==> config.mk <==
export PLATFORM = sky130hd
export DESIGN_NAME = b3c_top
export DESIGN_NICKNAME = d
export VERILOG_FILES = /design/src/verilog/b3c_pkg.sv /design/src/verilog/b3c_top.sv /design/src/verilog/b3c_sstart.sv
export VERILOG_INCLUDE_DIRS = /design/src /design/src/verilog
export SDC_FILE = /design/constraint.sdc
export NUM_CORES = 1
export LEC_CHECK = 0
export BUFFER_PORTS_ARGS = -buffer_cell sky130_fd_sc_hd__buf_4
export CORE_MARGIN = 1
export CORE_UTILIZATION = 50
export CTS_CLUSTER_SIZE = 30
export DETAILED_ROUTE_END_ITERATION = 10
export PLACE_DENSITY = 0.8
export SYNTH_ARGS = -nofsm -noshare
export SYNTH_HDL_FRONTEND = slang
export SYNTH_SLANG_ARGS = --single-unit
==> constraint.sdc <==
create_clock -name clk -period 4.99 [get_ports clk]
set_input_delay 0.998 -clock clk [delete_from_list [all_inputs] [get_ports clk]]
set_output_delay 0.998 -clock clk [all_outputs]
set_load 0.02 [all_outputs]
==> src/verilog/b3c_defines.svh <==
// Purpose: offsets, field positions, reset values and timing counts for the buck3 register slice
// Assumes: 50 MHz clock, Avalon-MM byte addressing, four bytes per register index
// Notes: byte address is four times the register index
`ifndef B3C_DEFINES_SVH
`define B3C_DEFINES_SVH

// ----------------------------------------------------------------
// register indices and byte addresses
// ----------------------------------------------------------------
`define B3C_IDX_CTRL1 16'h4060
`define B3C_IDX_CTRL2 16'h4061
`define B3C_IDX_ONCFG 16'h4062
`define B3C_IDX_B2SC 16'h405F
`define B3C_ADDR_W 18
`define B3C_ADDR_CTRL1 18'h10180
`define B3C_ADDR_CTRL2 18'h10184
`define B3C_ADDR_ONCFG 18'h10188
`define B3C_ADDR_B2SC 18'h1017C
`define B3C_ADDR_KEY 18'h10200

// ----------------------------------------------------------------
// field positions
// ----------------------------------------------------------------
`define B3C_SS_LSB 4
`define B3C_LIM_LSB 2
`define B3C_CAP_LSB 0
`define B3C_OVP_BIT 7
`define B3C_VHI_LSB 2
`define B3C_VLO_LSB 0
`define B3C_B2V_LSB 0
`define B3C_CTRL1_MASK 16'h10BF
`define B3C_CTRL1_SW_MASK 16'h10B0
`define B3C_CTRL2_MASK 16'hDF80
`define B3C_ONCFG_MASK 16'hE37F
`define B3C_B2SC_MASK 16'h187F

// ----------------------------------------------------------------
// reset values
// ----------------------------------------------------------------
`define B3C_CTRL1_RST 16'h0014
`define B3C_CTRL2_RST 16'h0300
`define B3C_ONCFG_RST 16'h0000
`define B3C_B2SC_RST 16'h0000
`define B3C_KEY_VALUE 16'h9716

// ----------------------------------------------------------------
// voltage code
// ----------------------------------------------------------------
`define B3C_VCODE_MAX 7'h65
`define B3C_VMIN_MV 850
`define B3C_VSTEP_MV 25

// ----------------------------------------------------------------
// soft-start step times
// ----------------------------------------------------------------
`define B3C_CLK_MHZ 50
`define B3C_SS1_US 512
`define B3C_SS2_US 4096
`define B3C_SS3_US 32768
`define B3C_SS1_CYC (`B3C_SS1_US * `B3C_CLK_MHZ)
`define B3C_SS2_CYC (`B3C_SS2_US * `B3C_CLK_MHZ)
`define B3C_SS3_CYC (`B3C_SS3_US * `B3C_CLK_MHZ)
`define B3C_SS_STEPS 3

`endif

==> src/verilog/b3c_pkg.sv <==
// Purpose: types for the buck3 register slice
// Assumes: nothing
// Notes: state structs used by b3c_top and b3c_sstart
package b3c_pkg;
  typedef enum logic [1:0] {
    B3C_SS_IDLE,
    B3C_SS_STEP,
    B3C_SS_DONE
  } b3c_ss_state_e;

  typedef struct packed {
    b3c_ss_state_e state;
    logic [1:0] step;
    logic [21:0] count;
    logic [1:0] limit_stage;
    logic done;
  } b3c_ss_s;

  typedef struct packed {
    logic [15:0] ctrl1;
    logic [15:0] ctrl2;
    logic [15:0] oncfg;
    logic [15:0] b2sc;
    logic unlocked;
    logic [31:0] readdata;
    logic waitrequest;
    logic resp_pending;
    logic [11:0] vout_mv;
    logic [6:0] vcode;
  } b3c_regs_s;
endpackage

==> src/verilog/b3c_top.sv <==
// Purpose: buck3 control and configuration register slice on Avalon-MM
// Assumes: 32-bit Avalon-MM slave, byte address, one wait state per access
// Notes: registers sit in the low 16 bits of each word
//
// Notes on behaviour
// - The soft-start field picks immediate start or 512us, 4.096ms or 32.768ms per each of three steps, reset 01.
// - The hysteretic current-limit field picks 50, 100, 200 or 400 mA, reset 01.
// - The current-limit field takes writes only while the user key is unlocked.
// - The capacitor field changes only by a configuration load and is read-only to software.
// - The ON voltage select upper bits sit at 6:2 of the ON register and reset to zero.
// - The seven-bit ON code gives 0.85V to 3.375V in 25mV steps, codes 66h to 7Fh all at maximum.
`include "b3c_defines.svh"
`timescale 1ns/1ns
`default_nettype none
module b3c_top (
  // clock and reset
  input wire logic clk,
  input wire logic rst_n,
  // avalon-mm slave
  input wire logic [`B3C_ADDR_W-1:0] avs_address,
  input wire logic avs_read,
  input wire logic avs_write,
  input wire logic [31:0] avs_writedata,
  input wire logic [3:0] avs_byteenable,
  output logic [31:0] avs_readdata,
  output logic avs_waitrequest,
  // configuration load
  input wire logic cfg_load,
  input wire logic [1:0] cfg_capacitor,
  input wire logic [4:0] cfg_voltage_hi,
  // converter control
  input wire logic ss_start,
  output logic [1:0] soft_start_step_time,
  output logic [1:0] hysteretic_current_limit,
  output logic [1:0] output_capacitor_range,
  output logic overvoltage_protect_enable,
  output logic [6:0] on_state_voltage_code,
  output logic [11:0] on_voltage_mv,
  output logic [1:0] ss_limit_stage,
  output logic ss_done
);
  b3c_pkg::b3c_regs_s r_reg;
  b3c_pkg::b3c_regs_s r_next;
  logic [15:0] wmask;
  logic [15:0] wdata;
  logic [15:0] rdata;
  logic [6:0] code_next;
  logic [1:0] ss_stage_w;
  logic ss_done_w;
  logic ss_start_q;

  // ----------------------------------------------------------------
  // soft-start sequencer
  // ----------------------------------------------------------------
  b3c_sstart u_sstart (
    .clk(clk),
    .rst_n(rst_n),
    .start(ss_start_q),
    .step_code(r_reg.ctrl1[`B3C_SS_LSB +: 2]),
    .limit_stage(ss_stage_w),
    .done(ss_done_w)
  );

  // ----------------------------------------------------------------
  // register update
  // ----------------------------------------------------------------
  always_comb begin
    r_next = r_reg;
    wmask = {{8{avs_byteenable[1]}}, {8{avs_byteenable[0]}}};
    wdata = avs_writedata[15:0];
    rdata = 16'h0000;
    code_next = 7'h00;
    r_next.waitrequest = 1'b1;
    r_next.resp_pending = 1'b0;
    if ((avs_read || avs_write) && !r_reg.resp_pending) begin
      r_next.resp_pending = 1'b1;
      r_next.waitrequest = 1'b0;
      if (avs_write) begin
        case (avs_address)
          `B3C_ADDR_CTRL1: begin
            // soft start, phase, filter writable; cap kept
            r_next.ctrl1 = (r_reg.ctrl1 & ~(wmask & `B3C_CTRL1_SW_MASK)) |
              (wdata & wmask & `B3C_CTRL1_SW_MASK);
            if (r_reg.unlocked) begin
              r_next.ctrl1[`B3C_LIM_LSB +: 2] = wmask[`B3C_LIM_LSB] ?
                wdata[`B3C_LIM_LSB +: 2] : r_reg.ctrl1[`B3C_LIM_LSB +: 2];
            end
          end
          `B3C_ADDR_CTRL2: begin
            r_next.ctrl2 = (r_reg.ctrl2 & ~(wmask & `B3C_CTRL2_MASK)) |
              (wdata & wmask & `B3C_CTRL2_MASK);
          end
          `B3C_ADDR_ONCFG: begin
            r_next.oncfg = (r_reg.oncfg & ~(wmask & `B3C_ONCFG_MASK)) |
              (wdata & wmask & `B3C_ONCFG_MASK);
          end
          `B3C_ADDR_B2SC: begin
            r_next.b2sc = (r_reg.b2sc & ~(wmask & `B3C_B2SC_MASK)) |
              (wdata & wmask & `B3C_B2SC_MASK);
          end
          `B3C_ADDR_KEY: begin
            if (wmask == 16'hFFFF) begin
              r_next.unlocked = (wdata == `B3C_KEY_VALUE);
            end
          end
          default: begin
          end
        endcase
      end else begin
        case (avs_address)
          `B3C_ADDR_CTRL1: rdata = r_reg.ctrl1 & `B3C_CTRL1_MASK;
          `B3C_ADDR_CTRL2: rdata = r_reg.ctrl2 & `B3C_CTRL2_MASK;
          `B3C_ADDR_ONCFG: rdata = r_reg.oncfg & `B3C_ONCFG_MASK;
          `B3C_ADDR_B2SC: rdata = r_reg.b2sc & `B3C_B2SC_MASK;
          `B3C_ADDR_KEY: rdata = {15'h0000, r_reg.unlocked};
          default: rdata = 16'h0000;
        endcase
        r_next.readdata = {16'h0000, rdata};
      end
    end
    // configuration load wins over software
    if (cfg_load) begin
      r_next.ctrl1[`B3C_CAP_LSB +: 2] = cfg_capacitor;
      r_next.oncfg[`B3C_VHI_LSB +: 5] = cfg_voltage_hi;
    end
    // voltage code clamp
    code_next = r_next.oncfg[6:0];
    if (code_next > `B3C_VCODE_MAX) begin
      code_next = `B3C_VCODE_MAX;
    end
    r_next.vcode = code_next;
    r_next.vout_mv = 12'(`B3C_VMIN_MV + 32'(code_next) * `B3C_VSTEP_MV);
  end

  // ----------------------------------------------------------------
  // state register
  // ----------------------------------------------------------------
  always_ff @(posedge clk) begin
    if (!rst_n) begin
      r_reg <= '0;
      r_reg.ctrl1 <= `B3C_CTRL1_RST;
      r_reg.ctrl2 <= `B3C_CTRL2_RST;
      r_reg.oncfg <= `B3C_ONCFG_RST;
      r_reg.b2sc <= `B3C_B2SC_RST;
      r_reg.waitrequest <= 1'b1;
      r_reg.vout_mv <= 12'(`B3C_VMIN_MV);
    end else begin
      r_reg <= r_next;
    end
  end

  // ----------------------------------------------------------------
  // output registers
  // ----------------------------------------------------------------
  always_ff @(posedge clk) begin
    if (!rst_n) begin
      ss_start_q <= 1'b0;
      soft_start_step_time <= 2'h1;
      hysteretic_current_limit <= 2'h1;
      output_capacitor_range <= 2'h0;
      overvoltage_protect_enable <= 1'b0;
      on_state_voltage_code <= 7'h00;
      on_voltage_mv <= 12'(`B3C_VMIN_MV);
      ss_limit_stage <= 2'h0;
      ss_done <= 1'b0;
    end else begin
      ss_start_q <= ss_start;
      soft_start_step_time <= r_reg.ctrl1[`B3C_SS_LSB +: 2];
      hysteretic_current_limit <= r_reg.ctrl1[`B3C_LIM_LSB +: 2];
      output_capacitor_range <= r_reg.ctrl1[`B3C_CAP_LSB +: 2];
      overvoltage_protect_enable <= r_reg.ctrl2[`B3C_OVP_BIT];
      on_state_voltage_code <= r_reg.vcode;
      on_voltage_mv <= r_reg.vout_mv;
      ss_limit_stage <= ss_stage_w;
      ss_done <= ss_done_w;
    end
  end

  assign avs_readdata = r_reg.readdata;
  assign avs_waitrequest = r_reg.waitrequest;
endmodule
`default_nettype wire

==> src/verilog/b3c_sstart.sv <==
// Purpose: soft-start sequencer stepping through three current-limited steps
// Assumes: step time code from the control register
// Notes: code 0 finishes at once
`include "b3c_defines.svh"
`timescale 1ns/1ns
`default_nettype none
module b3c_sstart (
  // clock and reset
  input wire logic clk,
  input wire logic rst_n,
  // control
  input wire logic start,
  input wire logic [1:0] step_code,
  // status
  output logic [1:0] limit_stage,
  output logic done
);
  b3c_pkg::b3c_ss_s s_reg;
  b3c_pkg::b3c_ss_s s_next;
  logic [21:0] step_len;

  always_comb begin
    case (step_code)
      2'h1: step_len = 22'(`B3C_SS1_CYC - 1);
      2'h2: step_len = 22'(`B3C_SS2_CYC - 1);
      default: step_len = 22'(`B3C_SS3_CYC - 1);
    endcase
  end

  always_comb begin
    s_next = s_reg;
    case (s_reg.state)
      b3c_pkg::B3C_SS_IDLE: begin
        if (start) begin
          s_next.done = 1'b0;
          s_next.step = 2'h0;
          s_next.count = 22'h0;
          s_next.limit_stage = 2'h1;
          if (step_code == 2'h0) begin
            s_next.state = b3c_pkg::B3C_SS_DONE;
            s_next.limit_stage = 2'h0;
          end else begin
            s_next.state = b3c_pkg::B3C_SS_STEP;
          end
        end
      end
      b3c_pkg::B3C_SS_STEP: begin
        if (s_reg.count >= step_len) begin
          s_next.count = 22'h0;
          if (s_reg.step == 2'(`B3C_SS_STEPS - 1)) begin
            s_next.state = b3c_pkg::B3C_SS_DONE;
            s_next.limit_stage = 2'h0;
          end else begin
            s_next.step = s_reg.step + 2'h1;
            s_next.limit_stage = s_reg.limit_stage + 2'h1;
          end
        end else begin
          s_next.count = s_reg.count + 22'h1;
        end
      end
      b3c_pkg::B3C_SS_DONE: begin
        s_next.done = 1'b1;
        if (start) begin
          s_next.done = 1'b0;
          s_next.step = 2'h0;
          s_next.count = 22'h0;
          s_next.limit_stage = 2'h1;
          if (step_code == 2'h0) begin
            s_next.limit_stage = 2'h0;
          end else begin
            s_next.state = b3c_pkg::B3C_SS_STEP;
          end
        end
      end
      default: s_next.state = b3c_pkg::B3C_SS_IDLE;
    endcase
  end

  always_ff @(posedge clk) begin
    if (!rst_n) begin
      s_reg <= '0;
    end else begin
      s_reg <= s_next;
    end
  end

  assign limit_stage = s_reg.limit_stage;
  assign done = s_reg.done;
endmodule
`default_nettype wire

**Yosys cells after proc, flatten, opt, wreduce, memory -nomap -nowiden**

Index checks and enable logic that the tools add are counted.

- Add/sub/neg operators: 4
- $mul: 1
- Div/mod/pow operators: 0
- Order comparisons: 2
- Equality and inequality tests: 19
- Shifts and indexed selects: 0
- Mux-type cells: 30
- Bitwise logic cells: 14
- Reduce and logical (&&, ||, !) cells: 23

Operators with widths:

| cell | number |
|---|---|
| 18-bit by 17-bit equality test with 1-bit output, second input constant | 5 |
| 85-bit 2-to-1 mux | 1 |
| 16-bit bitwise AND | 5 |
| 16-bit one-hot mux with 5 select lines | 1 |
| 26-bit one-hot mux with 3 select lines | 1 |
| 16-bit 2-to-1 mux | 4 |
| 29-bit 2-to-1 mux | 2 |
| 51-bit 2-to-1 mux | 1 |
| 21-bit one-hot mux with 2 select lines | 1 |
| 16-bit equality test, second input constant | 2 |
| 13-bit inverter with 16-bit output | 2 |
| 16-bit inverter | 2 |
| 16-bit by 13-bit OR with 16-bit output | 2 |
| 16-bit OR | 2 |
| 22-bit by 1-bit adder with 22-bit output, second input constant | 1 |
| 22-bit by 21-bit >= comparator with 1-bit output | 1 |
| 22-bit 2-to-1 mux | 1 |
| 2-bit 2-to-1 mux | 10 |
| 3-bit AND reduction | 6 |
| 10-bit by 12-bit adder with 12-bit output, first input constant | 1 |
| 7-bit by 5-bit multiplier with 12-bit output, second input constant | 1 |
| 4-bit AND reduction | 3 |
| 2-bit != test, second input constant | 5 |
| 5-bit AND reduction | 2 |
| 19 further kinds | 31 |

- Register bits: 161
- Bits in latches: 0
- Bits in writable memories: 0
- ROM bits: 0
- Output and inout port bits: 62
- Word-level logic and storage cells: 120
- Memories: 0

**Logic depth before layout (Yosys ltp)**

Gate-level depths: netlist of run 1.

- Word-level depth: 11
- Depth in mapped cells: 19

**Cells and area by module**

From an unflattened synthesis of run 1, not the netlist that was laid out.

- Cell total of the unflattened synthesis: 742
- Area, all modules: 6765.2 µm²

Modules (own cells, without submodules):

| module | times used | cells each | area an instance (µm²) | sequential area each (µm²) |
|---|---|---|---|---|
| b3c_top | 1 | 490 | 4717.0 | 2062.0 |
| b3c_sstart | 1 | 252 | 2048.2 | 580.6 |

**Worst setup path after synthesis of run 1**

No wires, ideal clock.

- Path type: input-to-reg
- Start: input port avs_address[1]
- End: register r_reg[18] in the netlist's numbering
- Setup time: 0.115 ns
- Arrival: 5.034 ns
- Path slack: -0.159 ns
- Stages: 19
- Buffers on the path: 1
- Path through: nor4_4 and4_1 buf_2 nand2_2 o311ai_0 o31ai_1 and2_1 ha_1 inv_1 fa_1 inv_1 ha_1 ha_1 a21o_1 a21oi_1 o21ai_0 o41ai_1 xnor2_1 and2_1

- Word-level cells in the longest chain between the ends: 9

Ends and longest elaborated chain:

| element | RTL line | source |
|---|---|---|
| start: declaration | b3c_top.sv:20 | `` input wire logic [`B3C_ADDR_W-1:0] avs_address, `` |
| 18-bit by 17-bit equality test with 1-bit output * | b3c_top.sv:79 | `case (avs_address)` |
| 16-bit 2-to-1 mux * | b3c_top.sv:79 |  |
| 51-bit 2-to-1 mux * | b3c_top.sv:78 | `if (avs_write) begin` |
| 85-bit 2-to-1 mux * | b3c_top.sv:75 | `if ((avs_read \|\| avs_write) && !r_reg.resp_pending) begin` |
| 5-bit 2-to-1 mux | b3c_top.sv:122 | `if (cfg_load) begin` |
| 7-bit > comparator (no source line) | n/a |  |
| 7-bit 2-to-1 mux * | b3c_top.sv:128 | `` if (code_next > `B3C_VCODE_MAX) begin `` |
| net code_next[1] | b3c_top.sv:47 | `logic [6:0] code_next;` |
| 7-bit by 5-bit multiplier with 12-bit output (no source line) * | n/a |  |
| 10-bit by 12-bit adder with 12-bit output (no source line) * | n/a |  |
| end signal: assignment | b3c_top.sv:148 | `r_reg <= r_next;` |
| end: declaration | b3c_top.sv:42 | `b3c_pkg::b3c_regs_s r_reg;` |

Mark *: on every way through the listed nets, which the timed path passes. The rest lies on a longest branch. The select of a mux whose other input is x is not followed.
A chain may end at the register's enable or synchronous reset.

**Final worst setup path of run 1**

- Start: input port avs_address[10]
- End: register r_reg[17] in the netlist's numbering

Same word-level chain as after synthesis.

==> impl_metrics.py, run 1 <==
metrics = {
    "critical_path": {
        "path_cells": "buf_4, nor4_4, nand4_2, o211ai_1, o311a_1, nand2_1, a21o_1, ha_1, inv_1, fa_1, inv_1, ha_1, ha_4, buf_4, a31oi_4, o21bai_1, a21oi_2, o21ai_0, xor2_1, and2_1",
        "arrival_ns": 5.07,
        "reg2regPathDepth": 19,
        "required_ns": 5.30,
        "worstSetupStartpointType": "input port",
        "reg2reg_slack_ns": 0.70,
        "crit_type": "input port to flop",
        "critPathCaptureType": "flop",
        "cpPeakStageDelay_ns": 0.52,
        "crit_fanout": 5,
        "crit_slowest_cell": "fa_1",
        "path_depth": 20,
        "crit_buf_inv": 4,
        "cpLargestDelayFamily": "adder cells",
    },
    "power": {
        "power_density_mw_per_mm2": 359,
        "ir_drop_mv": 0.237,
        "p_leak_nw": 3.66,
    },
    "grt": {
        "antenna_found_initial": 0,
        "grtUsageTotal_pct": 23.1,
        "grt_remaining_overflow": 0,
        "grt_pass1_wl_mm": 25.6,
        "grt_max_degree": 85,
        "grt_pass1_vias": 5267,
    },
    "cts": {
        "clockRootBuffer": "clkbuf_16",
        "cts_buffers": 17,
        "cts.sinks": 132,
        "cts_resized": 0,
        "htree_num_levels": 4,
        "clockBufferDepth": 2,
        "post_cts_buffers": 0,
        "cts_tree": "done",
        "ctsHoldBuffers": 0,
        "path_clk_slew_ns": 0.05,
        "insertion_delay_ns": 0.42,
    },
    "timing": {
        "hold_slack_ns": 0.411,
        "setup_viol": 0,
        "maxSlewHeadroom_pct": 28.9,
        "fin_crit_ns": 4.75,
        "final.setup_skew_ns": 0.00845,
        "worst_slew_pin_slew_ns": 1.05,
        "slew_violations": 0,
        "fmax_mhz": 210,
        "hold_viol": 0,
        "min_period_over_period_pct": 95.2,
        "finalWorstSetupSlack_ns": 0.239,
    },
    "min_path": {
        "min_path_type": "flop to flop",
        "hold_depth": 1,
    },
    "synthesis": {
        "synth_top_flop_cell": "dfxtp_1",
        "avgSynthCellArea_um2": 9.00,
        "synth_top_area_share_pct": 39.4,
        "synth_edf_count": 0,
        "async_reset_ff_share_pct": 0,
        "synth.cell_area_mm2": 0.00670,
        "synth_cells": 745,
        "yosysTopAreaCell": "dfxtp_1",
        "yosysWarnings": 0,
        "synth_area_leaders": "dfxtp_1, ha_1, mux2i_1, nand2_1, and2_1",
        "yosysSeqAreaShare_pct": 39.4,
        "ys_ff_latch": 132,
        "ys_types": 64,
    },
    "placement": {
        "place_ws_ns": -0.401,
        "gp_congestion": 0.861,
        "dp_hpwl_mm": 11.0,
        "portBuffers": 94,
    },
    "die": {
        "ios": 129,
        "start_util_pct": 52.3,
        "die_h_um": 118,
        "core_mm2": 0.0128,
        "die_w_um": 118,
        "fp-row-count": 41,
        "dieArea_mm2": 0.0139,
    },
    "final_layout": {
        "fin_nets": 961,
        "layout_common_cells": "buf_4, dfxtp_1, nand2_1",
        "drive_gt1_share_pct": 21.8,
        "mostFrequentLayoutCell": "buf_4",
        "antennaDiodeCount": 0,
        "syn2layout_area_growth_pct": 24.2,
        "fillers": 1050,
    },
    "job": {
        "cap_violations": 0,
    },
    "route": {
        "wl_mm": 15.5,
        "wl_per_cell_um": 15.0,
        "drt_iter0_drc": 390,
        "firstDrtPassIters": 5,
        "antenna_left": 0,
        "num_vias": 5660,
        "vias_per_cell": 5.48,
        "route.detailed.drc": 0,
    },
    "run_status": {
        "status": "finished, final reports clean",
    },
}
==> power breakdown <==
group          leakage (nW)  switching (mW)  internal (mW)
combinational          2.27           0.293          0.213
clock                 0.310           0.460          0.888
sequential             1.07          0.0269           1.11
==> routing by layer <==
layer,global-route usage (%),share of wire (%),vias up
met1,30.7,47,2632
met3,4.70,6.6,25
met5,0,0,-
met4,9.13,1.8,0
li1,-,-,2791
met2,36.4,45,212
==> cell usage after synthesis (3+ instances only) <==
| library cell | instances |
|---|---|
| a21boi_0 | 12 |
| a21o_1 | 3 |
| a21oi_1 | 16 |
| a22oi_1 | 18 |
| a31oi_1 | 15 |
| and2_1 | 44 |
| and3_1 | 21 |
| buf_1 | 3 |
| buf_2 | 5 |
| buf_4 | 33 |
| clkbuf_1 | 22 |
| dfxtp_1 | 132 |
| fa_1 | 3 |
| ha_1 | 43 |
| inv_1 | 34 |
| mux2_2 | 3 |
| mux2i_1 | 30 |
| nand2_1 | 79 |
| nand2b_1 | 8 |
| nand3_1 | 29 |
| nand4_1 | 9 |
| nor2_1 | 25 |
| nor2b_1 | 31 |
| nor3_1 | 6 |
| nor3b_1 | 3 |
| nor4_1 | 4 |
| nor4_2 | 3 |
| nor4b_1 | 3 |
| o211a_1 | 4 |
| o211ai_1 | 7 |
| o21a_1 | 3 |
| o21ai_0 | 27 |
| o311a_1 | 3 |
| o311ai_0 | 3 |
| o31ai_1 | 16 |
| or4_1 | 3 |
| xnor2_1 | 3 |
| xor2_1 | 4 |
==> per-stage QoR <==
| stage | utilization [%] | power [mW] | std cells | instance area (um2) | TNS [ns] |
|---|---|---|---|---|---|
| 6_report | 64.9 | 2.99 | 1033 | 8320 | 0 |
| 5_1_grt | 64.9 | 3.10 | 1033 | 8320 | -0.00484 |
| 4_1_cts | 64.6 | 2.99 | 1033 | 8290 | 0 |
| 3_5_place_dp | 59.7 | 1.65 | 1001 | 7650 | -0.827 |
| 3_3_place_gp | 59.7 | 1.63 | 1001 | 7650 | -0.608 |
| 2_1_floorplan | - | 1.49 | 760 | 6820 | 0 |
==> cells by family after synthesis <==
kind of cell    Yosys count  synth area share [%]
simple gates            285                  23.4
compound gates          143                  14.7
flops                   132                  39.4
buf+inv                  98                  7.54
fa+ha+maj                46                  8.92
mux                      33                  4.98
xor+xnor                  7                 0.915
other cells               1                0.0559
==> layout make-up <==
cell class | instances | area [um2] | share of cell area, %
clock inverters | 8 | 146 | 1.76
repair buffers | 133 | 998 | 12.0
well taps | 172 | 215 | 2.59
clock buffers | 24 | 492 | 5.91
flip-flops and latches | 132 | 2640 | 31.7
inverters | 34 | 128 | 1.53
multi-input cells | 530 | 3700 | 44.5
==> final timing paths <==
kind	from	to
setup / recovery	avs_address[10]	r_reg[17]
setup reg to reg	r_reg[19]	r_reg[17]
hold reg to reg	r_reg[11]	on_voltage_mv[4]
hold / removal	r_reg[11]	on_voltage_mv[4]
Note: power is estimated with default switching activity, not from simulation.
==> run 2, diff against run 1 <==
--- a/config.mk
+++ b/config.mk
@@ -7,8 +7,10 @@
 export NUM_CORES = 1
 export LEC_CHECK = 0
 export BUFFER_PORTS_ARGS = -buffer_cell sky130_fd_sc_hd__buf_4
+export CELL_PAD_IN_SITES_DETAIL_PLACEMENT = 1
+export CELL_PAD_IN_SITES_GLOBAL_PLACEMENT = 2
 export CORE_MARGIN = 1
-export CORE_UTILIZATION = 50
+export CORE_UTILIZATION = 30
 export CTS_CLUSTER_SIZE = 30
 export DETAILED_ROUTE_END_ITERATION = 10
 export PLACE_DENSITY = 0.8
==> impl_metrics.py, run 2 (synthesized netlist as in run 1, its figures left out) <==
metrics = {
    "run_status": {
        "status": "finished, final reports clean",
    },
    "final_layout": {
        "multiInputGateArea_mm2": 0.00370,
        "fin_nets": 969,
        "syn2layout_area_growth_pct": 25.5,
        "antennaDiodeCount": 0,
        "layout_common_cells": "buf_4, dfxtp_1, nand2_1",
        "ff_latch_area_mm2": 0.00264,
        "fillers": 2558,
        "drive_gt1_share_pct": 22.2,
        "mostFrequentLayoutCell": "buf_4",
        "stdcell_count": 1146,
    },
    "critical_path": {
        "required_ns": 5.29,
        "worstSetupStartpointType": "input port",
        "reg2regPathDepth": 19,
        "worstSetupStartpoint": "avs_address[13]",
        "crit_fanout": 4,
        "critPathCaptureType": "flop",
        "crit_type": "input port to flop",
        "reg2reg_to": "r_reg[17]",
        "timing.rr.start": "r_reg[19]",
        "crit_path_end": "r_reg[17]",
        "reg2reg_slack_ns": 0.69,
        "arrival_ns": 5.08,
    },
    "grt": {
        "grt_pass1_wl_mm": 29.2,
        "antenna_found_initial": 0,
        "grt_remaining_overflow": 0,
        "grt_max_degree": 71,
        "grt_pass1_vias": 5617,
        "grtUsageTotal_pct": 16.6,
    },
    "timing": {
        "final.setup_skew_ns": 0.00855,
        "rsz0062_at_grt": "no",
        "slew_violations": 0,
        "hold_viol": 0,
        "tns_ns": 0,
        "fin_crit_ns": 4.77,
        "min_period_over_period_pct": 95.7,
        "fmax_mhz": 210,
        "finalWorstSetupSlack_ns": 0.217,
        "maxSlewHeadroom_pct": 18.9,
        "worst_slew_pin_slew_ns": 1.21,
        "setup_viol": 0,
    },
    "cts": {
        "clockBufferDepth": 2,
        "cts_tree": "done",
        "ctsHoldBuffers": 0,
        "cts_buffers": 17,
        "clockRootBuffer": "clkbuf_16",
        "cts.sinks": 132,
        "path_clk_slew_ns": 0.05,
        "insertion_delay_ns": 0.42,
        "htree_num_levels": 4,
    },
    "die": {
        "die_w_um": 151,
        "dieArea_mm2": 0.0229,
        "fp-row-count": 54,
        "core_mm2": 0.0219,
        "die_h_um": 151,
        "ios": 129,
        "start_util_pct": 30.6,
    },
    "placement": {
        "placed_cells": 1114,
        "gp_congestion": 0.775,
        "portBuffers": 94,
        "place_ws_ns": -0.398,
        "dp_hpwl_mm": 13.3,
    },
    "route": {
        "antenna_left": 0,
        "drt_iter0_drc": 173,
        "firstDrtPassIters": 4,
        "num_vias": 5601,
        "route.detailed.drc": 0,
        "vias_per_cell": 4.89,
        "wl_per_cell_um": 16.1,
        "wl_mm": 18.5,
    },
    "job": {
        "cap_violations": 0,
    },
    "power": {
        "p_leak_nw": 3.64,
        "ir_drop_mv": 0.213,
        "power_density_mw_per_mm2": 336,
    },
    "min_path": {
        "min_path_type": "flop to flop",
        "min_from": "r_reg[16]",
    },
}
-- run 2: worst min-delay path by stage --
| stage | end | slack (ns) | cells past startpoint |
|---|---|---|---|
| after floorplan | on_voltage_mv[1] | 0.39 | 1 |
| after global placement | on_voltage_mv[9] | 0.39 | 1 |
| after detailed placement | on_voltage_mv[4] | 0.40 | 1 |
| after CTS | on_voltage_mv[9] | 0.41 | 1 |
| after global routing | on_voltage_mv[4] | 0.42 | 1 |
| final | on_voltage_mv[9] | 0.40 | 1 |
-- run 2: layer usage --
metal | up-vias | wire length [um] | track usage [%]
li1 | 2805 | - | -
met1 | 2675 | 8930 | 21.4
met2 | 98 | 8510 | 27.1
met3 | 23 | 761 | 3.83
met4 | 0 | 261 | 5.45
met5 | - | 0 | 0
-- run 2: final cells by class --
cell class,count,area share (%)
multi-input cells,530,44.0
clock buffers,24,5.73
well taps,280,4.16
inverters,34,1.52
clock inverters,5,0.625
repair buffers,141,12.6
flip-flops and latches,132,31.4
-- run 2: through the flow --
| stage | cell area, um2 | hold WS (ns) | utilization, % | power, mW |
|---|---|---|---|---|
| detailed placement | 7820 | 0.397 | 35.7 | 1.68 |
| global placement | 7820 | 0.392 | 35.7 | 1.67 |
| global route | 8410 | 0.420 | 38.4 | 2.97 |
| finish | 8410 | 0.405 | 38.4 | 2.83 |
| CTS | 8360 | 0.410 | 38.2 | 2.86 |
| floorplan | 6820 | 0.386 | - | 1.49 |
-- run 2: worst max-delay path, stage by stage --
cell	delay, ns
buf_4	0.12
nor4_4	0.38
nand4_4	0.18
o211ai_1	0.35
o311a_1	0.28
nand2_1	0.08
a21o_1	0.19
ha_1	0.30
inv_1	0.07
fa_1	0.54
inv_1	0.05
ha_1	0.33
ha_4	0.25
buf_4	0.14
a31oi_2	0.20
o21bai_1	0.09
a21oi_2	0.14
o21ai_1	0.09
xor2_1	0.14
and2_1	0.15
-- run 2: power breakdown --
group / internal (mW) / switching, mW
Sequential: 1.11 / 0.0260
Clock: 0.714 / 0.453
Combinational: 0.222 / 0.305
Total: 2.04 / 0.784
-- run 2: what timing repair did --
item / 4_1_cts / 5_1_grt
setup buffers: 0 / 3
gates cloned: 0 / 0
pin swaps: 1 / 7
setup endpoints to repair: 1 / 3
endpoints found under the hold margin: 0 / 0
resized for setup: 0 / 8
==> run 3, diff against run 2 <==
--- a/config.mk
+++ b/config.mk
@@ -14,6 +14,7 @@
 export CTS_CLUSTER_SIZE = 30
 export DETAILED_ROUTE_END_ITERATION = 10
 export PLACE_DENSITY = 0.8
+export REMOVE_ABC_BUFFERS = 1
 export SYNTH_ARGS = -nofsm -noshare
 export SYNTH_HDL_FRONTEND = slang
 export SYNTH_SLANG_ARGS = --single-unit
==> impl_metrics.py, run 3 (synthesized netlist as in run 1, its figures left out) <==
metrics = {
    "route": {
        "firstDrtPassIters": 4,
        "wl_per_cell_um": 15.8,
        "num_vias": 5681,
        "route.detailed.drc": 0,
        "wl_mm": 18.3,
        "met3WireLength_um": 503,
        "drt-met1-wl_mm": 8.81,
        "antenna_left": 0,
        "wl_met2_mm": 8.82,
        "drt_iter0_drc": 253,
        "vias_per_cell": 4.91,
        "topRoutingLayerUsed": "met4",
    },
    "final_layout": {
        "drive_gt1_share_pct": 23.2,
        "antennaDiodeCount": 0,
        "layout_common_cells": "buf_4, dfxtp_1, nand2_1",
        "fin_nets": 976,
        "fillers": 2598,
        "syn2layout_area_growth_pct": 26.1,
        "mostFrequentLayoutCell": "buf_4",
    },
    "timing": {
        "maxSlewHeadroom_pct": 18.0,
        "fmax_mhz": 212,
        "slew_violations": 0,
        "tns_ns": 0,
        "final.setup_skew_ns": 0.0150,
        "worst_slew_pin_slew_ns": 1.22,
        "setup_viol": 0,
        "hold_viol": 0,
        "rsz0062_at_grt": "no",
        "min_period_over_period_pct": 94.7,
        "fin_crit_ns": 4.72,
    },
    "grt": {
        "antenna_found_initial": 0,
        "grt_pass1_wl_mm": 28.7,
        "grt_pass1_vias": 5520,
        "grt_remaining_overflow": 0,
        "grt_max_degree": 57,
        "grtUsageTotal_pct": 16.4,
    },
    "critical_path": {
        "worstSetupStartpoint": "avs_address[10]",
        "timing.rr.start": "r_reg[19]",
        "crit_path_end": "r_reg[18]",
        "crit_buf_inv": 4,
        "crit_fanout": 7,
        "crit_slowest_cell": "fa_1",
        "critPathCaptureType": "flop",
        "reg2regPathDepth": 19,
        "required_ns": 5.32,
        "crit_type": "input port to flop",
        "reg2reg_slack_ns": 0.76,
        "worstSetupStartpointType": "input port",
        "path_depth": 20,
        "arrival_ns": 5.05,
        "cpPeakStageDelay_ns": 0.52,
        "path_cells": "buf_4, nor4_4, and4_1, nand2_2, buf_4, o211ai_1, o31ai_2, and2_1, ha_1, inv_1, fa_1, inv_1, ha_1, ha_4, a21o_1, a21oi_2, o21ai_2, o41ai_2, xnor2_1, and2_1",
        "reg2reg_to": "r_reg[18]",
        "cpLargestDelayFamily": "adder cells",
    },
    "power": {
        "total_power_mw": 2.85,
        "power_density_mw_per_mm2": 337,
        "ir_drop_mv": 0.172,
        "p_leak_nw": 3.66,
    },
    "cts": {
        "ctsHoldBuffers": 0,
        "clockRootBuffer": "clkbuf_16",
        "path_clk_slew_ns": 0.06,
        "cts_buffers": 17,
        "cts_tree": "done",
        "htree_num_levels": 4,
        "clockBufferDepth": 2,
        "cts.sinks": 132,
        "insertion_delay_ns": 0.43,
    },
    "placement": {
        "portBuffers": 94,
        "gp_congestion": 0.775,
        "dp_hpwl_mm": 13.4,
    },
    "die": {
        "ios": 129,
        "start_util_pct": 30.6,
        "core_mm2": 0.0219,
        "die_w_um": 151,
        "dieArea_mm2": 0.0229,
        "fp-row-count": 54,
        "die_h_um": 151,
    },
    "job": {
        "cap_violations": 0,
    },
    "run_status": {
        "status": "finished, final reports clean",
    },
    "min_path": {
        "min_path_type": "flop to flop",
    },
}
==> run 3: layout make-up <==
type	instances	area, um2	share of cell area (%)
timing repair buffer	148	1110	13.2
tap	280	350	4.15
multi-input combinational	530	3660	43.3
clock buffer	18	439	5.20
clock inverter	14	119	1.41
sequential	132	2640	31.3
inverter	34	128	1.51
==> run 3: through the flow <==
stage               util [%]  worst slack [ns]  hold slack [ns]  cell area, um2  std cells
global placement        35.8            -0.396            0.393            7840       1123
finish                  38.6             0.265            0.407            8450       1156
detailed placement      35.8            -0.470            0.396            7840       1123
global route            38.6            0.0334            0.425            8450       1156
CTS                     38.4            0.0692            0.410            8400       1155
floorplan                  -            -0.149            0.386            6380        696
==> run 3: metal layers <==
metal,vias up,track usage (%)
met5,-,0
met4,0,4.65
met3,10,3.41
met2,91,26.7
met1,2756,21.7
li1,2824,-
==> run 3: how the worst min path moves through the flow <==
| stage | to | slack (ns) | start | cells after the start |
|---|---|---|---|---|
| after global routing | on_voltage_mv[6] | 0.43 | r_reg[13] | 1 |
| after detailed placement | on_voltage_mv[4] | 0.40 | r_reg[11] | 1 |
| final | on_voltage_mv[4] | 0.41 | r_reg[11] | 1 |
| after floorplan | on_voltage_mv[1] | 0.39 | r_reg[8] | 1 |
| after global placement | on_voltage_mv[1] | 0.39 | r_reg[8] | 1 |
| after CTS | on_voltage_mv[4] | 0.41 | r_reg[11] | 1 |
==> run 3: where the power goes <==
| part | switching, mW | internal (mW) |
|---|---|---|
| clock network | 0.534 | 0.664 |
| registers | 0.0282 | 1.11 |
| logic | 0.298 | 0.222 |
| total | 0.860 | 1.99 |
==> run 3: timing repair <==
item | in CTS | in global routing
setup endpoints to repair | 1 | 4
buffers inserted | 0 | 1
endpoints found under the hold margin | 0 | 0
pin swaps | 1 | 10
gates resized for setup | 1 | 10
